$ cat src/rtl/sbo_cfg.svh
// Offsets, field positions and reset values of the bus ownership block
`ifndef SBO_CFG_SVH
`define SBO_CFG_SVH

// Register byte offsets
`define SBO_CTRL_OFS        4'h0
`define SBO_STATUS_OFS      4'h4

// Control fields
`define SBO_CTRL_NEED_BIT   0
`define SBO_CTRL_LOCK_BIT   1
`define SBO_CTRL_RST        2'h0

// Status fields
`define SBO_ST_OWNER_BIT    0
`define SBO_ST_PRIO_BIT     1
`define SBO_ST_CFG_BIT      2
`define SBO_ST_ID_BIT       3
`define SBO_ST_SPD100_BIT   4
`define SBO_ST_PRES_BIT     5

// Speed select: low bit set picks the 100 MHz bus
`define SBO_SPD_100_BIT     0

// Bus responses
`define SBO_RESP_OKAY       2'h0
`define SBO_RESP_SLVERR     2'h2

// Default voltage code; value is arbitrary and not all ones
`define SBO_VID_DEFAULT     4'h5

`endif

$ cat src/rtl/sbo_pkg.sv
// Types shared by the bus ownership block
package sbo_pkg;

  // Request state machine
  typedef enum logic [1:0] {
    SBO_CFG  = 2'b00,  // Reset window, strap not yet caught
    SBO_IDLE = 2'b01,  // Bus not wanted or request blocked
    SBO_REQ  = 2'b10   // Symmetric request driven
  } sbo_state_t;

endpackage

$ cat src/rtl/sbo_sync.sv
// Two flip-flop synchroniser for pin inputs
`timescale 1ns/1ps
`default_nettype none

module sbo_sync #(
  parameter int WIDTH = 1
) (
  // Clock
  input  wire logic             aclk,
  // Pin side and synchronised side
  input  wire logic [WIDTH-1:0] d,
  output var  logic [WIDTH-1:0] q
);

  // First stage is read only by the second stage
  logic [WIDTH-1:0] meta_r;

  ////////////////////////////////////////////////////////////////////////////
  // No reset, so the pins are followed during reset and the strap is valid
  // at the release edge
  always_ff @(posedge aclk) begin
    meta_r <= d;
    q      <= meta_r;
  end

endmodule

`default_nettype wire

$ cat src/rtl/sbo_top.sv
// Bus ownership and configuration logic of the processor with register slave
`timescale 1ns/1ps
`default_nettype none
`include "sbo_cfg.svh"
// Summary of operation
// - Priority request seen blocks new unlocked requests
// - Speed select low bit one means 100 MHz
// - All agents share one bus frequency
// - Agent ID from request pin at reset release
// - Assert symmetric request when bus is needed
// - Presence output held permanently low
// - Everything on the rising bus clock
module sbo_top #(
  parameter logic [3:0] VID_CODE = `SBO_VID_DEFAULT
) (
  // Clock and reset
  input  wire logic        aclk,
  input  wire logic        aresetn,
  // Write address channel
  input  wire logic [3:0]  awaddr,
  input  wire logic        awvalid,
  output var  logic        awready,
  // Write data channel
  input  wire logic [31:0] wdata,
  input  wire logic [3:0]  wstrb,
  input  wire logic        wvalid,
  output var  logic        wready,
  // Write response channel
  output var  logic [1:0]  bresp,
  output var  logic        bvalid,
  input  wire logic        bready,
  // Read address channel
  input  wire logic [3:0]  araddr,
  input  wire logic        arvalid,
  output var  logic        arready,
  // Read data channel
  output var  logic [31:0] rdata,
  output var  logic [1:0]  rresp,
  output var  logic        rvalid,
  input  wire logic        rready,
  // System bus pins
  input  wire logic        priority_bus_request_n,
  input  wire logic        symmetric_bus_request_n_i,
  output var  logic        symmetric_bus_request_n_o,
  output var  logic        symmetric_bus_request_n_oe,
  input  wire logic [1:0]  bus_speed_select,
  output var  logic        processor_present_n,
  output var  logic [3:0]  voltage_id_code,
  // User side status
  output var  logic        agent_id,
  output var  logic        bus_speed_100mhz,
  output var  logic        config_done
);

  ////////////////////////////////////////////////////////////////////////////
  // Pin synchronisers
  logic       prio_s;     // Priority request, active low, synchronised
  logic       sreq_s;     // Own request pin level, synchronised
  logic [1:0] bsel_s;     // Speed select, synchronised
  sbo_sync #(.WIDTH(4)) sbo_sync_i (
    .aclk (aclk),
    .d    ({priority_bus_request_n, symmetric_bus_request_n_i, bus_speed_select}),
    .q    ({prio_s, sreq_s, bsel_s})
  );

  // Priority agent active when its low-true line is low
  logic prio_seen;
  assign prio_seen = ~prio_s;

  ////////////////////////////////////////////////////////////////////////////
  // Register bus state
  logic [1:0]  ctrl_r,   ctrl_nxt;    // Need and lock bits
  logic        aw_full_r, aw_full_nxt; // Write address held
  logic        w_full_r, w_full_nxt;   // Write data held
  logic [3:0]  waddr_r,  waddr_nxt;
  logic [31:0] wdata_r,  wdata_nxt;
  logic        wstrb0_r, wstrb0_nxt;
  logic        bvalid_r, bvalid_nxt;
  logic [1:0]  bresp_r,  bresp_nxt;
  logic        rvalid_r, rvalid_nxt;
  logic [1:0]  rresp_r,  rresp_nxt;
  logic [31:0] rdata_r,  rdata_nxt;
  logic        do_wr;                  // Both halves present, commit now
  logic [31:0] status_w;               // Live status word
  // Offset check shared by reads and writes
  function automatic logic sbo_mapped(input logic [3:0] a);
    sbo_mapped = (a == `SBO_CTRL_OFS) || (a == `SBO_STATUS_OFS);
  endfunction
  ////////////////////////////////////////////////////////////////////////////
  // Ownership and configuration state
  sbo_pkg::sbo_state_t state_r, state_nxt;
  logic agent_id_r, agent_id_nxt;     // Captured symmetric agent ID
  logic spd100_r,   spd100_nxt;       // Captured bus speed choice
  logic cfg_r,      cfg_nxt;          // Strap captured
  // Need and lock as seen by the request logic
  logic need;
  logic lock;
  assign need = ctrl_r[`SBO_CTRL_NEED_BIT];
  assign lock = ctrl_r[`SBO_CTRL_LOCK_BIT];
  ////////////////////////////////////////////////////////////////////////////
  // Next state of configuration capture and request machine
  always_comb begin
    state_nxt    = state_r;
    agent_id_nxt = agent_id_r;
    spd100_nxt   = spd100_r;
    cfg_nxt      = 1'b1;
    unique case (state_r)
      sbo_pkg::SBO_CFG: begin
        // First edge after release: strap and speed are taken here
        agent_id_nxt = sreq_s;
        spd100_nxt   = bsel_s[`SBO_SPD_100_BIT];
        state_nxt    = sbo_pkg::SBO_IDLE;
      end
      sbo_pkg::SBO_IDLE: begin
        // New request waits under priority unless a locked sequence runs
        if (need && (!prio_seen || lock)) begin
          state_nxt = sbo_pkg::SBO_REQ;
        end
      end
      sbo_pkg::SBO_REQ: begin
        // Request held while software still wants the bus
        if (!need) begin
          state_nxt = sbo_pkg::SBO_IDLE;
        end
      end
      default: begin
        // Unused code falls back to idle
        state_nxt = sbo_pkg::SBO_IDLE;
      end
    endcase
  end
  ////////////////////////////////////////////////////////////////////////////
  // Rising edge registering of ownership state
  always_ff @(posedge aclk) begin
    if (!aresetn) begin
      state_r    <= sbo_pkg::SBO_CFG;
      agent_id_r <= 1'b0;
      spd100_r   <= 1'b0;
      cfg_r      <= 1'b0;
    end else begin
      state_r    <= state_nxt;
      agent_id_r <= agent_id_nxt;
      spd100_r   <= spd100_nxt;
      cfg_r      <= cfg_nxt;
    end
  end
  // Drive low only while requesting, so the central agent owns it at config
  assign symmetric_bus_request_n_o  = 1'b0;
  assign symmetric_bus_request_n_oe = (state_r == sbo_pkg::SBO_REQ);
  assign processor_present_n        = 1'b0;
  assign voltage_id_code            = VID_CODE;
  assign agent_id                   = agent_id_r;
  assign bus_speed_100mhz           = spd100_r;
  assign config_done                = cfg_r;
  ////////////////////////////////////////////////////////////////////////////
  // Status word
  always_comb begin
    status_w                     = 32'h0000_0000;
    status_w[`SBO_ST_OWNER_BIT]  = symmetric_bus_request_n_oe;
    status_w[`SBO_ST_PRIO_BIT]   = prio_seen;
    status_w[`SBO_ST_CFG_BIT]    = cfg_r;
    status_w[`SBO_ST_ID_BIT]     = agent_id_r;
    status_w[`SBO_ST_SPD100_BIT] = spd100_r;
    status_w[`SBO_ST_PRES_BIT]   = ~processor_present_n;
  end
  ////////////////////////////////////////////////////////////////////////////
  // AXI4-Lite slave: address and data held separately, committed together
  assign awready = !aw_full_r && !bvalid_r;
  assign wready  = !w_full_r && !bvalid_r;
  assign arready = !rvalid_r;
  assign do_wr   = aw_full_r && w_full_r;
  always_comb begin
    ctrl_nxt    = ctrl_r;
    aw_full_nxt = aw_full_r;
    w_full_nxt  = w_full_r;
    waddr_nxt   = waddr_r;
    wdata_nxt   = wdata_r;
    wstrb0_nxt  = wstrb0_r;
    bvalid_nxt  = bvalid_r;
    bresp_nxt   = bresp_r;
    rvalid_nxt  = rvalid_r;
    rresp_nxt   = rresp_r;
    rdata_nxt   = rdata_r;
    // Take address and data in either order
    if (awvalid && awready) begin
      aw_full_nxt = 1'b1;
      waddr_nxt   = awaddr;
    end
    if (wvalid && wready) begin
      w_full_nxt = 1'b1;
      wdata_nxt  = wdata;
      wstrb0_nxt = wstrb[0];
    end
    // Commit; status writes are ignored but answered OKAY
    if (do_wr) begin
      aw_full_nxt = 1'b0;
      w_full_nxt  = 1'b0;
      bvalid_nxt  = 1'b1;
      bresp_nxt   = sbo_mapped(waddr_r) ? `SBO_RESP_OKAY : `SBO_RESP_SLVERR;
      if (waddr_r == `SBO_CTRL_OFS && wstrb0_r) begin
        ctrl_nxt = wdata_r[1:0];
      end
    end else if (bvalid_r && bready) begin
      bvalid_nxt = 1'b0;
    end
    // Reads answer on the next edge; unmapped reads return zero
    if (arvalid && arready) begin
      rvalid_nxt = 1'b1;
      rresp_nxt  = sbo_mapped(araddr) ? `SBO_RESP_OKAY : `SBO_RESP_SLVERR;
      if (araddr == `SBO_CTRL_OFS) begin
        rdata_nxt = {30'h0000_0000, ctrl_r};
      end else if (araddr == `SBO_STATUS_OFS) begin
        rdata_nxt = status_w;
      end else begin
        rdata_nxt = 32'h0000_0000;
      end
    end else if (rvalid_r && rready) begin
      rvalid_nxt = 1'b0;
    end
  end
  ////////////////////////////////////////////////////////////////////////////
  // Register bus flops
  always_ff @(posedge aclk) begin
    if (!aresetn) begin
      ctrl_r    <= `SBO_CTRL_RST;
      aw_full_r <= 1'b0;
      w_full_r  <= 1'b0;
      waddr_r   <= 4'h0;
      wdata_r   <= 32'h0000_0000;
      wstrb0_r  <= 1'b0;
      bvalid_r  <= 1'b0;
      bresp_r   <= `SBO_RESP_OKAY;
      rvalid_r  <= 1'b0;
      rresp_r   <= `SBO_RESP_OKAY;
      rdata_r   <= 32'h0000_0000;
    end else begin
      ctrl_r    <= ctrl_nxt;
      aw_full_r <= aw_full_nxt;
      w_full_r  <= w_full_nxt;
      waddr_r   <= waddr_nxt;
      wdata_r   <= wdata_nxt;
      wstrb0_r  <= wstrb0_nxt;
      bvalid_r  <= bvalid_nxt;
      bresp_r   <= bresp_nxt;
      rvalid_r  <= rvalid_nxt;
      rresp_r   <= rresp_nxt;
      rdata_r   <= rdata_nxt;
    end
  end
  assign bvalid = bvalid_r;
  assign bresp  = bresp_r;
  assign rvalid = rvalid_r;
  assign rresp  = rresp_r;
  assign rdata  = rdata_r;
endmodule
`default_nettype wire
$ cat config.mk
export PLATFORM = sky130hd
export DESIGN_NAME = sbo_top
export DESIGN_NICKNAME = d
export VERILOG_FILES = /design/src/rtl/sbo_pkg.sv /design/src/rtl/sbo_sync.sv /design/src/rtl/sbo_top.sv
export VERILOG_INCLUDE_DIRS = /design/src /design/src/rtl
export SDC_FILE = /design/constraint.sdc
export NUM_CORES = 1
export LEC_CHECK = 0
export BUFFER_PORTS_ARGS = -buffer_cell sky130_fd_sc_hd__buf_4
export CAP_MARGIN = 20
export CORE_ASPECT_RATIO = 1.5
export CORE_UTILIZATION = 42
export DETAILED_ROUTE_END_ITERATION = 7
export MAX_ROUTING_LAYER = met4
export PLACE_DENSITY = 0.84
export SETUP_SLACK_MARGIN = 0.2
export SYNTH_ARGS = -nofsm -noshare
export SYNTH_HDL_FRONTEND = slang
export SYNTH_SLANG_ARGS = --single-unit
$ cat constraint.sdc
create_clock -name aclk -period 2.23 [get_ports aclk]
set_clock_uncertainty 0.05 [all_clocks]
set_input_delay 0.223 -clock aclk [delete_from_list [all_inputs] [get_ports aclk]]
set_output_delay 0.223 -clock aclk [all_outputs]
set_load 0.01 [all_outputs]
Word-level counts from Yosys, hierarchy flattened
Index checks and enable logic that the tools add are counted.
{"block": "totals", "input_bits": 55, "output_inout_bits": 51, "memories": 0, "wordCells": 62, "rom_bits": 0, "register_bits": 62, "ramBits": 0, "latch_bits": 0}
{"block": "op_classes", "n_addsub": 0, "shifts": 0, "n_mul": 0, "n_bitwise": 2, "eq_ne": 6, "reduce_logical": 25, "n_mux": 12, "div": 0, "magnitude_cmp": 0}
{"cell": "$mux 6", "count": 2}
{"cell": "$logic_and 1x1->1", "count": 10}
{"cell": "$eq 4x3->1 const B", "count": 2}
{"cell": "$logic_not 4->1", "count": 2}
{"cell": "$mux 2", "count": 4}
{"cell": "$mux 1", "count": 5}
{"cell": "$logic_not 1->1", "count": 4}
{"cell": "$ne 2x2->1 const B", "count": 2}
{"cell": "$pmux 2 s2", "count": 1}
{"cell": "$reduce_and 2->1", "count": 2}
{"cell": "$reduce_bool 2->1", "count": 2}
{"cell": "$logic_or 1x1->1", "count": 3}
{"cell": "$eq 2x1->1 const B", "count": 1}
{"cell": "$eq 2x2->1 const B", "count": 1}
{"cell": "$logic_not 2->1", "count": 1}
{"cell": "$not 1->1", "count": 2}
{"cell": "$reduce_or 2->1", "count": 1}

Depth between registers and ports, before layout
{"block": "logic_depth", "word_depth": 4, "ltp_mapped": 4, "mapped_depth_nobuf": 3}

Modules after synthesis
A second synthesis with hierarchy kept.
{"block": "unflattened", "cells_unflattened": 142, "area_unflattened_um2": 1403.8}
{"module": "sbo_top", "seq_area_each_um2": 520.5, "n_inst": 1, "area_each_um2": 1243.7, "cells_each": 134}
{"module": "sbo_sync", "seq_area_each_um2": 160.2, "n_inst": 1, "area_each_um2": 160.2, "cells_each": 8}

Worst setup path after synthesis
OpenSTA, ideal clock, no wires.
{"block": "synth_path", "kind": "flip-flop to flip-flop", "start": "reg rvalid_r, in the netlist rvalid", "end": "reg rdata_r[2], in the netlist rdata[2]", "path_slack_ns": 1.038, "period_less_slack_ns": 1.192, "required_ns": 2.063, "setup_time_ns": 0.117, "path_buffers": 1, "t_arrival_ns": 1.024, "stages_incl_launch_ff": 5, "path_cell_list": "dfxtp_1 nor2b_2 and3_1 buf_2 a32o_1"}
{"block": "synth_between", "elab_chain_cells": 2}
{"element": "start: declaration", "line": "sbo_top.sv:80", "source": "logic rvalid_r, rvalid_nxt;"}
{"element": "start signal: assignment", "line": "sbo_top.sv:245", "source": "rvalid_r <= rvalid_nxt;"}
{"element": "$logic_not 1->1", "line": "sbo_top.sv:170", "source": "assign arready = !rvalid_r;"}
{"element": "$logic_and 1x1->1", "line": "sbo_top.sv:207", "source": "if (arvalid && arready) begin"}
{"element": "end signal: assignment", "line": "sbo_top.sv:247", "source": "rdata_r <= rdata_nxt;"}
{"element": "end: declaration", "line": "sbo_top.sv:82", "source": "logic [31:0] rdata_r, rdata_nxt;"}
Every way passes these cells.
A chain may end at the register's enable or synchronous reset.

Worst setup path in the final report
{"block": "layout_path", "start": "reg state_r[1]", "end": "out symmetric_bus_request_n_oe"}
{"block": "layout_between", "elab_chain_cells": 1}
{"element": "start: declaration", "line": "sbo_top.sv:91", "source": "sbo_pkg::sbo_state_t state_r, state_nxt;"}
{"element": "start signal: assignment", "line": "sbo_top.sv:136", "source": "state_r <= sbo_pkg::SBO_CFG;"}
{"element": "start signal: assignment", "line": "sbo_top.sv:141", "source": "state_r <= state_nxt;"}
{"element": "$eq 2x2->1", "line": "sbo_top.sv:149", "source": "assign symmetric_bus_request_n_oe = (state_r == sbo_pkg::SBO_REQ);"}
{"element": "end: declaration", "line": "sbo_top.sv:45", "source": "output var logic symmetric_bus_request_n_oe,"}
Every way passes these cells.

==> impl_results.md <==
* Status: completed
* First-pass GRT wire length at 3350 um
* WL/cell at 9.58 um
* Top cells by area, synth: dfxtp_1 (46%), buf_4 (19%), mux2i_1 (6.5%)
* Vias in the first global route at 818
* Fin. max-slew vios at 0
* Initial antenna violation count at 0
* Clock power share at 0.366
* Via count at 980
* Count leader, synth: buf_4
* Gate power share at 0.123
* Worst hold path class: in -> reg
* FMAX at 0.759 GHz
* Worst skew pair latency at 0.28 ns
* Vias per Instance at 4.39
* Reg2Reg Launch Point: w_full_r
* Number of enable flip-flop cells after synthesis at 0
* Post-synthesis cell count at 140
* Total negative slack at 0 ns
* Sw power at 0.000298 W
* Max Cap Viol at 0
* Worst setup EP type: output pin
* Worst Hold Path Cells at 1
* CTS tree: yes
* Share of layout cells above drive strength 1 at 0.279
* P per Cell Area at 729 nW/um^2
* Longest Clk Path Bufs at 2
* Die H at 72.2 um
* Input/output buffers at 37
* RSZ-0062 raised after global routing: no
* Min Tclk post-route at 1.32 ns
* Leakage at 0.788 nW
* Fin crit share at 0.590
* Post-synth top area cell: dfxtp_1
* Post-cts hold buffer count at 3
* R2R Setup Slk at 1.01 ns
* Resize count post-CTS at 0
* Synthesized area per cell at 9.85 um^2
* Die area at 3520 um^2
* Reg power frac at 0.511
* Worst Path Arrival at 1.04 ns
* FFs w/ async S/R, synth at 0
* CORE AREA at 3130 um^2
* VDD IR max at 400 uV
* Starting Density at 0.441
* Die W at 48.8 um
* Cell variety after synth at 25
* DRC errors left at 0
* Ys flop type: dfxtp_1
* Ys Warns at 0
* CTS sink cnt at 32
* Final Hold Fails at 0
* Final setup viols at 0
* Hold EP: config_done
* Reg-to-reg endpoint: ctrl_r[0]
* Post-synthesis instance area at 1380 um^2
* Initial DRC count at 12
* Gr usage total at 0.134
* Antenna viol nets, final at 0
* IO Pins at 106
* Final GP Congestion at 0.813
* WL final at 2140 um
* Ant. Diodes at 0
* Net count, final at 237
* GRT Residual Overflow at 0
* Depth of the worst register-to-register path at 3
* CTS Buf Count at 5
* Switching share of power at 0.245
* Std-Cell Rows at 25
* CTS root buffer: clkbuf_8
* Drt pass-1 iters at 4
* Kind of critical path: reg -> out
* Synthesized flop and latch total at 32
* CTS clock-pin slew for the worst setup and hold paths at 0.06 ns
* Post-layout util at 0.533
* H-tree levels at 2
* HPWL after detailed placement at 1640 um
* Nature of the critical path startpoint: register
* Share of the synthesized area in the top cell type at 0.465
* Pin count of the biggest net entering global routing at 18
* Post-CTS setup buffers at 0
* CP Max Fanout at 5
* Hold Startpoint: aresetn
* Area Overhead vs Synth at 20.9%
* Pint at 0.000917 W
* Worst EP required at 1.96 ns
* Post-synth top cells: buf_4 (34), dfxtp_1 (32), nor2_1 (17)
* Post-synthesis sequential area ratio at 0.465
==> worst max-delay path, cell delays in order (launching register included) <==
cell and delay (ns):
dfxtp_1 0.37, nor2b_1 0.23, buf_4 0.16
==> flip-flops by register name, indices dropped and copies added, names as in the netlist, 2 cells and up <==
name / cells
sbo_sync_i.meta_r: 3
rdata: 6
waddr_r: 4
sbo_sync_i.q: 3
state_r: 2
ctrl_r: 2
wdata_r: 2
==> power groups by stage <==
stage | clock network (W) | logic (W) | registers, W
floorplan | 0 | 0.000136 | 0.000631
global route | 0.000489 | 0.000165 | 0.000624
detailed placement | 0 | 0.000146 | 0.000633
finish | 0.000444 | 0.000150 | 0.000621
global placement | 0 | 0.000144 | 0.000633
CTS | 0.000459 | 0.000151 | 0.000621
==> metrics by stage <==
| stage | std cells | worst slack (ns) | total power, W | hold slack, ns | area (um^2) |
|---|---|---|---|---|---|
| floorplan | 172 | 1.04 | 0.000767 | 0.201 | 1500 |
| global placement | 212 | 1.03 | 0.000777 | 0.261 | 1540 |
| detailed placement | 212 | 1.01 | 0.000780 | 0.262 | 1540 |
| CTS | 223 | 0.908 | 0.00123 | 0.0530 | 1670 |
| global route | 223 | 0.839 | 0.00128 | 0.0562 | 1670 |
| finish | 223 | 0.913 | 0.00121 | 0.0581 | 1670 |
==> layout by cell type, fill, tap and decap left out <==
cell	instances
a211oi_1	2
a21oi_1	8
a22o_1	3
a311oi_1	1
a32o_1	3
and3_1	2
and4bb_4	1
buf_4	37
clkbuf_8	6
clkinv_2	2
conb_1	34
dfxtp_1	32
dlygate4sd3_1	3
inv_1	3
inv_2	1
mux2_2	1
mux2i_1	9
nand2_1	7
nand2b_1	2
nor2_1	17
nor2b_1	1
nor2b_2	1
nor3_1	2
nor3b_4	2
o21ai_0	2
o21bai_1	1
==> kinds of logic after synthesis <==
group | after synthesis | synth area share
buffers and inverters | 41 | 0.216
and+or+nand+nor | 35 | 0.141
AOI/OAI and AO/OA | 20 | 0.0998
DFF | 32 | 0.465
other | 2 | 0.00545
muxes | 10 | 0.0735
==> routing by layer <==
layer  vias up  part of all wire  GRT usage
li1        482                 -          -
met1       439              0.35      0.117
met2        51              0.53      0.230
met3         8             0.078     0.0356
met4         0             0.038      0.127
met5         -                 0          -
==> worst max path at each step <==
stage,start,end,slack (ns),depth (start not counted)
3_5_place_dp,aresetn,rdata[0],1.01,4
4_1_cts,state_r[1],symmetric_bus_request_n_oe,0.91,2
2_1_floorplan,rvalid,rdata[2],1.04,4
5_1_grt,state_r[1],symmetric_bus_request_n_oe,0.84,2
3_3_place_gp,aresetn,rdata[1],1.03,4
6_report,state_r[1],symmetric_bus_request_n_oe,0.91,2
==> layout make-up <==
type                            instances  area [um^2]
Fill cell                             318         1460
Clock buffer                            6         82.6
Timing Repair Buffer                   40          308
Inverter                                4         15.0
Clock inverter                          2         10.0
Tap cell                               40         50.0
Multi-Input combinational cell         99          561
Sequential cell                        32          641
(Power assumes the default switching activity.)
